<file path="config.mk">
export PLATFORM = sky130hd
export DESIGN_NAME = ucs_uart_ctrl
export DESIGN_NICKNAME = d
export VERILOG_FILES = /design/src/ucs_pkg.sv /design/src/ucs_fmt_if.sv /design/src/ucs_uart_ctrl.sv /design/src/ucs_line_format.sv
export SDC_FILE = /design/constraint.sdc
export NUM_CORES = 1
export LEC_CHECK = 0
export ABC_AREA = 1
export BUFFER_PORTS_ARGS = -buffer_cell sky130_fd_sc_hd__clkbuf_2
export CAP_MARGIN = 20
export CORE_ASPECT_RATIO = 0.75
export CORE_MARGIN = 8
export CORE_UTILIZATION = 53
export DETAILED_ROUTE_END_ITERATION = 8
export PLACE_DENSITY_LB_ADDON = 0.08
export SYNTH_ARGS = -nofsm -noshare
export SYNTH_HDL_FRONTEND = slang
export SYNTH_SLANG_ARGS = --single-unit
</file>
<file path="constraint.sdc">
create_clock -name ref_clk -period 4.2 [get_ports ref_clk]
set_input_delay 0.84 -clock ref_clk [delete_from_list [all_inputs] [get_ports ref_clk]]
set_output_delay 0.84 -clock ref_clk [all_outputs]
set_load 0.02 [all_outputs]
</file>
<file path="src/ucs_pkg.sv">
package ucs_pkg;

  // register indices; the byte address on the bus is four times the index
  localparam logic [2:0] IDX_DATA = 3'h0;
  localparam logic [2:0] IDX_IER = 3'h1;
  localparam logic [2:0] IDX_ISR = 3'h2;
  localparam logic [2:0] IDX_LCR = 3'h3;
  localparam logic [2:0] IDX_MCR = 3'h4;
  localparam logic [2:0] IDX_LSR = 3'h5;
  localparam logic [2:0] IDX_MSR = 3'h6;
  localparam logic [2:0] IDX_SPR = 3'h7;
  localparam int IDX_LSB = 2;
  localparam int IDX_MSB = 4;

  localparam logic [1:0] RESP_OKAY = 2'h0;
  localparam logic [1:0] RESP_SLVERR = 2'h2;

  // interrupt enable fields
  localparam int IER_RX = 0;
  localparam int IER_TX = 1;
  localparam int IER_LINE = 2;
  localparam int IER_MODEM = 3;
  localparam logic [7:0] IER_MASK = 8'h0f;

  // line format fields
  localparam int LCR_STOP = 2;
  localparam int LCR_PEN = 3;
  localparam int LCR_EVEN = 4;
  localparam int LCR_STICK = 5;
  localparam int LCR_BREAK = 6;
  localparam int LCR_DLAB = 7;

  // modem output fields
  localparam int MCR_DTR = 0;
  localparam int MCR_RTS = 1;
  localparam int MCR_RING = 2;
  localparam int MCR_INTEN = 3;
  localparam int MCR_LOOP = 4;
  localparam logic [7:0] MCR_MASK = 8'h1f;

  // reset values
  localparam logic [7:0] IER_RST = 8'h00;
  localparam logic [7:0] LCR_RST = 8'h00;
  localparam logic [7:0] MCR_RST = 8'h00;
  localparam logic [7:0] SPR_RST = 8'hff;
  localparam logic [15:0] DIV_RST = 16'h0000;

  // interrupt status codes
  localparam logic [3:0] ISR_LINE = 4'h6;
  localparam logic [3:0] ISR_RX = 4'h4;
  localparam logic [3:0] ISR_TX = 4'h2;
  localparam logic [3:0] ISR_MODEM = 4'h0;
  localparam logic [3:0] ISR_NONE = 4'h1;

  // stop length in half bit times
  localparam logic [2:0] STOP_ONE = 3'h2;
  localparam logic [2:0] STOP_ONE_HALF = 3'h3;
  localparam logic [2:0] STOP_TWO = 3'h4;
  localparam logic [3:0] WORD_MIN = 4'h5;

  typedef enum logic [4:0] {
    SRC_NONE  = 5'b00001,
    SRC_LINE  = 5'b00010,
    SRC_RX    = 5'b00100,
    SRC_TX    = 5'b01000,
    SRC_MODEM = 5'b10000
  } ucs_src_t;

endpackage

</file>
<file path="src/ucs_fmt_if.sv">
`timescale 1ns/1ps
interface ucs_fmt_if;
  logic [7:0] lineFormat;
  logic [7:0] txData;
  logic [7:0] rxData;
  logic rxParityBit;
  logic [3:0] dataBits;
  logic [2:0] stopHalfBits;
  logic txParity;
  logic rxParityError;
  modport ctrl (output lineFormat, output txData, output rxData, output rxParityBit,
                input dataBits, input stopHalfBits, input txParity, input rxParityError);
  modport fmt (input lineFormat, input txData, input rxData, input rxParityBit,
               output dataBits, output stopHalfBits, output txParity, output rxParityError);
endinterface

</file>
<file path="src/ucs_uart_ctrl.sv">
// Functional notes
// - line and modem interrupt enables, cleared at reset
// - status read reports the held source; highest pending is picked only when none is held
// - reported source holds until it is cleared
// - sources: errors, received byte, empty holding, deltas
// - line status read clears line interrupt
// - reading received byte clears receive interrupt
// - status read or holding write clears transmit
// - modem status read clears modem interrupt
// - codes 0110, 0100, 0010, 0000, none 0001
// - status bit0 low while pending, else high
// - word length 5 to 8 bits
// - stop bits one, one and half, two
// - parity enable adds and checks parity
// - even select chooses odd or even parity
// - force bit fixes parity to inverse select
// - break bit holds transmit line at space
// - divisor access bit maps divisor latches low
// - terminal ready and send request pins inverted
// - modem bit2 drives ring in loopback
// - bit3 enables interrupt pin, lowers general output
// - modem bit4 enables internal loopback
// - data ready shows received byte held
// - holding empty set on shift, cleared on load
//
// Our own choices: the AXI4-Lite register port and the placing of the registers.
`timescale 1ns/1ps
module ucs_uart_ctrl
  import ucs_pkg::*;
(
  // clock and reset
  input logic ref_clk,
  input logic reset_n,
  // axi4-lite slave
  input logic [31:0] s_axi_awaddr,
  input logic s_axi_awvalid,
  output logic s_axi_awready,
  input logic [31:0] s_axi_wdata,
  input logic [3:0] s_axi_wstrb,
  input logic s_axi_wvalid,
  output logic s_axi_wready,
  output logic [1:0] s_axi_bresp,
  output logic s_axi_bvalid,
  input logic s_axi_bready,
  input logic [31:0] s_axi_araddr,
  input logic s_axi_arvalid,
  output logic s_axi_arready,
  output logic [31:0] s_axi_rdata,
  output logic [1:0] s_axi_rresp,
  output logic s_axi_rvalid,
  input logic s_axi_rready,
  // receive shifter strobe
  input logic rxByteValid,
  input logic [7:0] rxByte,
  input logic rxParityBit,
  input logic rxFramingError,
  input logic rxBreak,
  // transmit shifter
  input logic txShiftLoad,
  input logic txShifterIdle,
  output logic [7:0] txHoldData,
  output logic txHoldFull,
  output logic txParity,
  // modem status logic
  input logic [7:0] modemState,
  output logic modemStateRead,
  // line format towards the shifters
  output logic [3:0] wordBits,
  output logic [2:0] stopHalfBits,
  output logic parityEnable,
  output logic txBreak,
  output logic loopbackEnable,
  output logic [15:0] divisor,
  // pins
  output logic dtrN,
  output logic rtsN,
  output logic generalOutputN,
  output logic loopbackRingOutN,
  output logic intOut,
  output logic intOutEnN
);

  ucs_fmt_if fmtBus ();
  ucs_line_format u_format (.fmt(fmtBus.fmt));

  logic [7:0] ier_q, lcr_q, mcr_q, spr_q, thr_q, rhr_q;
  logic [15:0] div_q;
  logic [3:0] lineErr_q;
  logic dataReady_q, thrEmpty_q, txPend_q;
  logic awReady_q, wReady_q, bValid_q, arReady_q, rValid_q;
  logic awHeld_q, wHeld_q, awBad_q, wLane_q;
  logic [2:0] awIdx_q;
  logic [7:0] wData_q;
  logic [1:0] bResp_q, rResp_q;
  logic [31:0] rData_q;
  logic modemRead_q;
  logic [7:0] outPins_q;
  logic [3:0] wordBits_q;
  logic [2:0] stopHalf_q;
  logic txParity_q;
  ucs_src_t curSrc_q, curSrc_d, srcPick;
  logic srcHold, lineAct, rxAct, txAct, modemAct;
  logic [3:0] isrCode;
  logic [7:0] lsrView, readMux;
  logic wrEn, rdEn, arBad;
  logic [2:0] arIdx;
  logic dlab, rdRhr, rdIsr, rdLsr, rdMsr, wrThr, wrIer;

  assign fmtBus.lineFormat = lcr_q;
  assign fmtBus.txData = thr_q;
  assign fmtBus.rxData = rxByte;
  assign fmtBus.rxParityBit = rxParityBit;

  // bus decode; the low two indices move to the divisor latches when selected
  assign dlab = lcr_q[LCR_DLAB];
  assign arIdx = s_axi_araddr[IDX_MSB:IDX_LSB];
  assign arBad = |s_axi_araddr[31:IDX_MSB+1];
  assign rdEn = s_axi_arvalid & arReady_q & ~arBad;
  assign wrEn = awHeld_q & wHeld_q & ~bValid_q & ~awBad_q & wLane_q;
  assign rdRhr = rdEn & (arIdx == IDX_DATA) & ~dlab;
  assign rdIsr = rdEn & (arIdx == IDX_ISR);
  assign rdLsr = rdEn & (arIdx == IDX_LSR);
  assign rdMsr = rdEn & (arIdx == IDX_MSR);
  assign wrThr = wrEn & (awIdx_q == IDX_DATA) & ~dlab;
  assign wrIer = wrEn & (awIdx_q == IDX_IER) & ~dlab;

  assign lsrView = {1'b0, thrEmpty_q & txShifterIdle, thrEmpty_q, lineErr_q, dataReady_q};

  // interrupt sources
  assign lineAct = ier_q[IER_LINE] & (|lineErr_q);
  assign rxAct = ier_q[IER_RX] & dataReady_q;
  assign txAct = ier_q[IER_TX] & txPend_q;
  assign modemAct = ier_q[IER_MODEM] & (|modemState[3:0]);

  // a source once reported stays until it drops; only then is the next one picked
  always_comb begin
    case (curSrc_q)
      SRC_NONE: srcHold = 1'b0;
      SRC_LINE: srcHold = lineAct;
      SRC_RX: srcHold = rxAct;
      SRC_TX: srcHold = txAct;
      SRC_MODEM: srcHold = modemAct;
      default: srcHold = 1'b0;
    endcase
    if (lineAct) begin
      srcPick = SRC_LINE;
    end else if (rxAct) begin
      srcPick = SRC_RX;
    end else if (txAct) begin
      srcPick = SRC_TX;
    end else if (modemAct) begin
      srcPick = SRC_MODEM;
    end else begin
      srcPick = SRC_NONE;
    end
    curSrc_d = srcHold ? curSrc_q : srcPick;
  end

  always_comb begin
    case (curSrc_q)
      SRC_LINE: isrCode = ISR_LINE;
      SRC_RX: isrCode = ISR_RX;
      SRC_TX: isrCode = ISR_TX;
      SRC_MODEM: isrCode = ISR_MODEM;
      default: isrCode = ISR_NONE;
    endcase
  end

  always_comb begin
    case (arIdx)
      IDX_DATA: readMux = dlab ? div_q[7:0] : rhr_q;
      IDX_IER: readMux = dlab ? div_q[15:8] : ier_q;
      IDX_ISR: readMux = {4'h0, isrCode};
      IDX_LCR: readMux = lcr_q;
      IDX_MCR: readMux = mcr_q;
      IDX_LSR: readMux = lsrView;
      IDX_MSR: readMux = modemState;
      IDX_SPR: readMux = spr_q;
      default: readMux = 8'h00;
    endcase
  end

  always_ff @(posedge ref_clk) begin
    if (!reset_n) begin
      curSrc_q <= SRC_NONE;
    end else begin
      curSrc_q <= curSrc_d;
    end
  end

  // write channels are taken in either order and answered once both are held
  always_ff @(posedge ref_clk) begin
    if (!reset_n) begin
      awReady_q <= 1'b1;
      wReady_q <= 1'b1;
      awHeld_q <= 1'b0;
      wHeld_q <= 1'b0;
      awIdx_q <= 3'h0;
      awBad_q <= 1'b0;
      wData_q <= 8'h00;
      wLane_q <= 1'b0;
      bValid_q <= 1'b0;
      bResp_q <= RESP_OKAY;
    end else begin
      if (s_axi_awvalid && awReady_q) begin
        awReady_q <= 1'b0;
        awHeld_q <= 1'b1;
        awIdx_q <= s_axi_awaddr[IDX_MSB:IDX_LSB];
        awBad_q <= |s_axi_awaddr[31:IDX_MSB+1];
      end
      if (s_axi_wvalid && wReady_q) begin
        wReady_q <= 1'b0;
        wHeld_q <= 1'b1;
        wData_q <= s_axi_wdata[7:0];
        wLane_q <= s_axi_wstrb[0];
      end
      if (awHeld_q && wHeld_q && !bValid_q) begin
        awHeld_q <= 1'b0;
        wHeld_q <= 1'b0;
        bValid_q <= 1'b1;
        bResp_q <= awBad_q ? RESP_SLVERR : RESP_OKAY;
      end
      if (bValid_q && s_axi_bready) begin
        bValid_q <= 1'b0;
        awReady_q <= 1'b1;
        wReady_q <= 1'b1;
      end
    end
  end

  // read data is latched at the address edge, so side effects happen exactly once
  always_ff @(posedge ref_clk) begin
    if (!reset_n) begin
      arReady_q <= 1'b1;
      rValid_q <= 1'b0;
      rData_q <= 32'h0000_0000;
      rResp_q <= RESP_OKAY;
      modemRead_q <= 1'b0;
    end else begin
      modemRead_q <= rdMsr;
      if (s_axi_arvalid && arReady_q) begin
        arReady_q <= 1'b0;
        rValid_q <= 1'b1;
        rData_q <= arBad ? 32'h0000_0000 : {24'h00_0000, readMux};
        rResp_q <= arBad ? RESP_SLVERR : RESP_OKAY;
      end
      if (rValid_q && s_axi_rready) begin
        rValid_q <= 1'b0;
        arReady_q <= 1'b1;
      end
    end
  end

  // software registers
  always_ff @(posedge ref_clk) begin
    if (!reset_n) begin
      ier_q <= IER_RST;
      lcr_q <= LCR_RST;
      mcr_q <= MCR_RST;
      spr_q <= SPR_RST;
      div_q <= DIV_RST;
      thr_q <= 8'h00;
    end else if (wrEn) begin
      case (awIdx_q)
        IDX_DATA: begin
          if (dlab) begin
            div_q[7:0] <= wData_q;
          end else begin
            thr_q <= wData_q;
          end
        end
        IDX_IER: begin
          if (dlab) begin
            div_q[15:8] <= wData_q;
          end else begin
            ier_q <= wData_q & IER_MASK;
          end
        end
        IDX_LCR: lcr_q <= wData_q;
        IDX_MCR: mcr_q <= wData_q & MCR_MASK;
        IDX_SPR: spr_q <= wData_q;
        default: ier_q <= ier_q;
      endcase
    end
  end

  // receive holding; an arrival while full keeps the old byte and flags overrun
  always_ff @(posedge ref_clk) begin
    if (!reset_n) begin
      rhr_q <= 8'h00;
      dataReady_q <= 1'b0;
      lineErr_q <= 4'h0;
    end else begin
      if (rxByteValid && (!dataReady_q || rdRhr)) begin
        rhr_q <= rxByte;
      end
      if (rxByteValid) begin
        dataReady_q <= 1'b1;
      end else if (rdRhr) begin
        dataReady_q <= 1'b0;
      end
      if (rxByteValid) begin
        lineErr_q <= (rdLsr ? 4'h0 : lineErr_q) |
                     {rxBreak, rxFramingError, fmtBus.rxParityError, dataReady_q & ~rdRhr};
      end else if (rdLsr) begin
        lineErr_q <= 4'h0;
      end
    end
  end

  // transmit holding empty and its interrupt
  always_ff @(posedge ref_clk) begin
    if (!reset_n) begin
      thrEmpty_q <= 1'b1;
      txPend_q <= 1'b0;
    end else begin
      if (wrThr) begin
        thrEmpty_q <= 1'b0;
      end else if (txShiftLoad) begin
        thrEmpty_q <= 1'b1;
      end
      // enabling while already empty raises the interrupt as well
      if ((txShiftLoad && !thrEmpty_q && !wrThr) ||
          (wrIer && wData_q[IER_TX] && !ier_q[IER_TX] && thrEmpty_q)) begin
        txPend_q <= 1'b1;
      end else if (wrThr || (rdIsr && curSrc_q == SRC_TX)) begin
        txPend_q <= 1'b0;
      end
    end
  end

  // pins and format outputs, registered one cycle behind the control bits
  always_ff @(posedge ref_clk) begin
    if (!reset_n) begin
      outPins_q <= 8'h1f;
      wordBits_q <= WORD_MIN;
      stopHalf_q <= STOP_ONE;
      txParity_q <= 1'b0;
    end else begin
      outPins_q[0] <= ~mcr_q[MCR_DTR];
      outPins_q[1] <= ~mcr_q[MCR_RTS];
      outPins_q[2] <= ~mcr_q[MCR_INTEN];
      outPins_q[3] <= ~mcr_q[MCR_RING];
      outPins_q[4] <= ~mcr_q[MCR_INTEN];
      outPins_q[5] <= curSrc_q != SRC_NONE;
      outPins_q[6] <= lcr_q[LCR_BREAK];
      outPins_q[7] <= mcr_q[MCR_LOOP];
      wordBits_q <= fmtBus.dataBits;
      stopHalf_q <= fmtBus.stopHalfBits;
      txParity_q <= fmtBus.txParity;
    end
  end

  assign s_axi_awready = awReady_q;
  assign s_axi_wready = wReady_q;
  assign s_axi_bvalid = bValid_q;
  assign s_axi_bresp = bResp_q;
  assign s_axi_arready = arReady_q;
  assign s_axi_rvalid = rValid_q;
  assign s_axi_rdata = rData_q;
  assign s_axi_rresp = rResp_q;
  assign txHoldData = thr_q;
  assign txHoldFull = ~thrEmpty_q;
  assign txParity = txParity_q;
  assign modemStateRead = modemRead_q;
  assign wordBits = wordBits_q;
  assign stopHalfBits = stopHalf_q;
  assign parityEnable = lcr_q[LCR_PEN];
  assign txBreak = outPins_q[6];
  assign loopbackEnable = outPins_q[7];
  assign divisor = div_q;
  assign dtrN = outPins_q[0];
  assign rtsN = outPins_q[1];
  assign generalOutputN = outPins_q[2];
  assign loopbackRingOutN = outPins_q[3];
  assign intOutEnN = outPins_q[4];
  assign intOut = outPins_q[5];
endmodule

</file>
<file path="src/ucs_line_format.sv">
`timescale 1ns/1ps
module ucs_line_format
  import ucs_pkg::*;
(
  // format settings and characters
  ucs_fmt_if.fmt fmt
);

  // parity over the bits that the word length keeps; upper bits are masked off
  function automatic logic parity_bit(input logic [7:0] line_format_control, input logic [7:0] data);
    logic [7:0] mask;
    mask = 8'hff >> (2'h3 - line_format_control[1:0]);
    if (line_format_control[LCR_STICK]) begin
      parity_bit = ~line_format_control[LCR_EVEN];
    end else begin
      parity_bit = line_format_control[LCR_EVEN] ? ^(data & mask) : ~^(data & mask);
    end
  endfunction

  always_comb begin
    fmt.dataBits = WORD_MIN + {2'h0, fmt.lineFormat[1:0]};
    if (!fmt.lineFormat[LCR_STOP]) begin
      fmt.stopHalfBits = STOP_ONE;
    end else if (fmt.lineFormat[1:0] == 2'h0) begin
      fmt.stopHalfBits = STOP_ONE_HALF;
    end else begin
      fmt.stopHalfBits = STOP_TWO;
    end
  end

  // receive check uses the same format as transmit
  always_comb begin
    fmt.txParity = fmt.lineFormat[LCR_PEN] & parity_bit(fmt.lineFormat, fmt.txData);
    fmt.rxParityError = fmt.lineFormat[LCR_PEN] &
                        (fmt.rxParityBit != parity_bit(fmt.lineFormat, fmt.rxData));
  end

endmodule

</file>
==> results.sh <==
export IMPL_crit_required_ns=4.51
export IMPL_power_density_nw_per_um2=435.4
export IMPL_setup_ws_ns=2.004
export IMPL_grt_overflow=0
export IMPL_grt_pass1_wl_um=27860
export IMPL_grt_total_usage_pct=24.73
export IMPL_die_h_um=104.1
export IMPL_path_common_cell="nor2_1"
export IMPL_relSlewSlack_pct=29.67
export IMPL_drive_gt1_share_pct=22.25
export IMPL_die_x_um=133.5
export IMPL_min_period_ns=2.196
export IMPL_yosys_area_top_type="dfxtp_1"
export IMPL_cts_made_buffers=17
export IMPL_synth_area_um2=5488
export IMPL_ys_ff_latch=115
export IMPL_syn2layout_area_growth_pct=25.08
export IMPL_yosys_top_cells_area="dfxtp_1, nand2_1, nor2_1"
export IMPL_core_area_um2=10170
export IMPL_antenna_found_initial=0
export IMPL_layout_commonest_cell="nand2_1"
export IMPL_synth_distinct_cells=38
export IMPL_pin_count=213
export IMPL_final_util_pct=67.50
export IMPL_wl_per_cell_um=16.08
export IMPL_cts_sinks=115
export IMPL_holdBufCountCts=0
export IMPL_final_cells=1080
export IMPL_drc=0
export IMPL_critPathBufInv=2
export IMPL_synthArstFlopShare_pct=0
export IMPL_worst_hold_path_type="reg2reg"
export IMPL_place_inst=1049
export IMPL_maxCapViolCount=0
export IMPL_nets=1063
export IMPL_cts_resized=0
export IMPL_routed_wirelength_um=17370
export IMPL_synth_edff_count=0
export IMPL_critPathArrivalTime_ns=2.51
export IMPL_netlist_instances=782
export IMPL_crit_type="reg2reg"
export IMPL_cp_slowest_stage_delay_ns=0.89
export IMPL_nFillCells=929
export IMPL_crit_chain="inv_2 -> nor3_4 -> inv_1 -> nor2_1 -> nor2_1"
export IMPL_p_leak_nw=3.400
export IMPL_grt_pass1_vias=5651
export IMPL_h_tree_depth=4
export IMPL_finalPower_mw=2.988
export IMPL_end_kind="flip-flop"
export IMPL_cts_setup_buffers=0
export IMPL_holdWs_ns=0.4181
export IMPL_ys_seq_area_share_pct=41.95
export IMPL_root_buffer="clkbuf_16"
export IMPL_ant_nets=0
export IMPL_ir_drop_v=0.0003069
export IMPL_final_cell_mix="nand2_1, clkbuf_2, nor2_1"
export IMPL_hold_depth=1
export IMPL_path_delay_family="flip-flops"
export IMPL_cp_num_cells=5
export IMPL_gp_congestion=0.9111
export IMPL_worst_pin_slew_ns=1.054
export IMPL_initial_utilization_pct=53.96
export IMPL_clock_path_buffers=2
export IMPL_startpoint_type="flip-flop"
export IMPL_diodes=0
export IMPL_critPathMaxFanout=22
export IMPL_cts_tree="done"
export IMPL_placed_area_um2=6213
export IMPL_rsz0062_at_grt="false"
export IMPL_hpwl_um=13280
export IMPL_ys_warn_count=0
export IMPL_setup_viol=0
export IMPL_tns_ns=0
export IMPL_vias=5717
export IMPL_final_area_um2=6864
export IMPL_status="complete, no violations"
export IMPL_slew_violations=0
export IMPL_fin_worst_skew_ns=0.007904
export IMPL_clkSlewWorstSetupHoldPaths_ns=0.06
export IMPL_rr_worst_depth=5
export IMPL_post_route_period_util_pct=52.29
export IMPL_drtIter0Drc=516
export IMPL_io_buffer_count=155
export IMPL_crit_slowest_cell="dfxtp_1"
export IMPL_netlist_area_leader_share_pct=41.95
export IMPL_rows=32
export IMPL_insertion_delay_ns=0.42
export IMPL_pre_cts_slack_ns=1.707
export IMPL_ys_flop_type="dfxtp_1"
export IMPL_via_per_inst=5.294
export IMPL_dr_pass1_iters=5
export IMPL_die_area_um2=13900
export IMPL_max_clock_freq_ghz=0.4553
export IMPL_hold_viol_final=0
export IMPL_syn_area_per_cell_um2=7.018
export IMPL_grt_max_degree=76
==> worst reg2reg max path: stages (launching register included) <==
cell and delay [ns]:
dfxtp_1 0.89, inv_2 0.35, nor3_4 0.43, inv_1 0.22, nor2_1 0.15, nor2_1 0.06
==> synthesized netlist by cell type, types with 3 or more instances <==
cell type	n
a22oi_1	5
clkbuf_1	15
buf_4	29
buf_6	3
a31oi_1	4
nand2_1	156
inv_1	70
nor2_1	133
xnor2_1	6
dfxtp_1	115
nand4_1	20
o21ai_0	67
nand3_1	48
nor3_4	6
nor4_1	6
inv_2	10
nor3_1	13
a21oi_1	48
==> cells by family (layout without fill, tap and decap cells) <==
family	after synthesis	count (layout)	synth area share [%]
fa+ha+maj	2	2	0.4559
compound gates	129	129	12.24
simple gates	395	395	32.54
other cells	1	26	0.06833
buf+inv	132	269	11.47
xor+xnor	8	8	1.277
flops	115	115	41.95
==> per-layer routing <==
metal | global-route usage [%] | part of all wire [%]
met1 | 31.40 | 44
met2 | 39.67 | 45
met3 | 7.674 | 9.7
met4 | 6.635 | 1.2
met5 | 0 | 0
==> sequential cells by signal, indices dropped and copies added (netlist names), 3 cells and up <==
| register | flops |
|---|---|
| rhr_q | 8 |
| ier_q | 4 |
| curSrc_q | 5 |
| lineErr_q | 4 |
| fmtBus.lineFormat | 8 |
| outPins_q | 7 |
| wordBits | 4 |
| spr_q | 8 |
| stopHalfBits | 3 |
| divisor | 16 |
| mcr_q | 5 |
| txHoldData | 8 |
| wData_q | 8 |
| s_axi_rdata | 8 |
| awIdx_q | 3 |
==> layout make-up <==
| type | instances | area, um^2 | share of cell area, % |
|---|---|---|---|
| inverter | 82 | 307.8 | 4.484 |
| tap | 136 | 170.2 | 2.479 |
| multi-input combinational | 560 | 2650 | 38.61 |
| clock buffer | 22 | 474.2 | 6.909 |
| timing repair buffer | 156 | 783.3 | 11.41 |
| clock inverter | 9 | 176.4 | 2.570 |
| sequential | 115 | 2302 | 33.54 |
==> power breakdown <==
part	switching, mW	leakage [nW]	internal, mW
logic	0.151	2.15	0.0797
clock network	0.506	0.316	1.09
registers	0.0380	0.934	1.12
==> worst paths after layout <==
path                             start            to  slack [ns]
setup reg to reg  fmtBus.lineFormat[7]    divisor[1]        2.00
setup / recovery  fmtBus.lineFormat[7]    divisor[1]        2.00
hold reg to reg               mcr_q[0]  outPins_q[0]        0.42
hold / removal                mcr_q[0]  outPins_q[0]        0.42
Note: power is estimated with default switching activity, not from simulation.
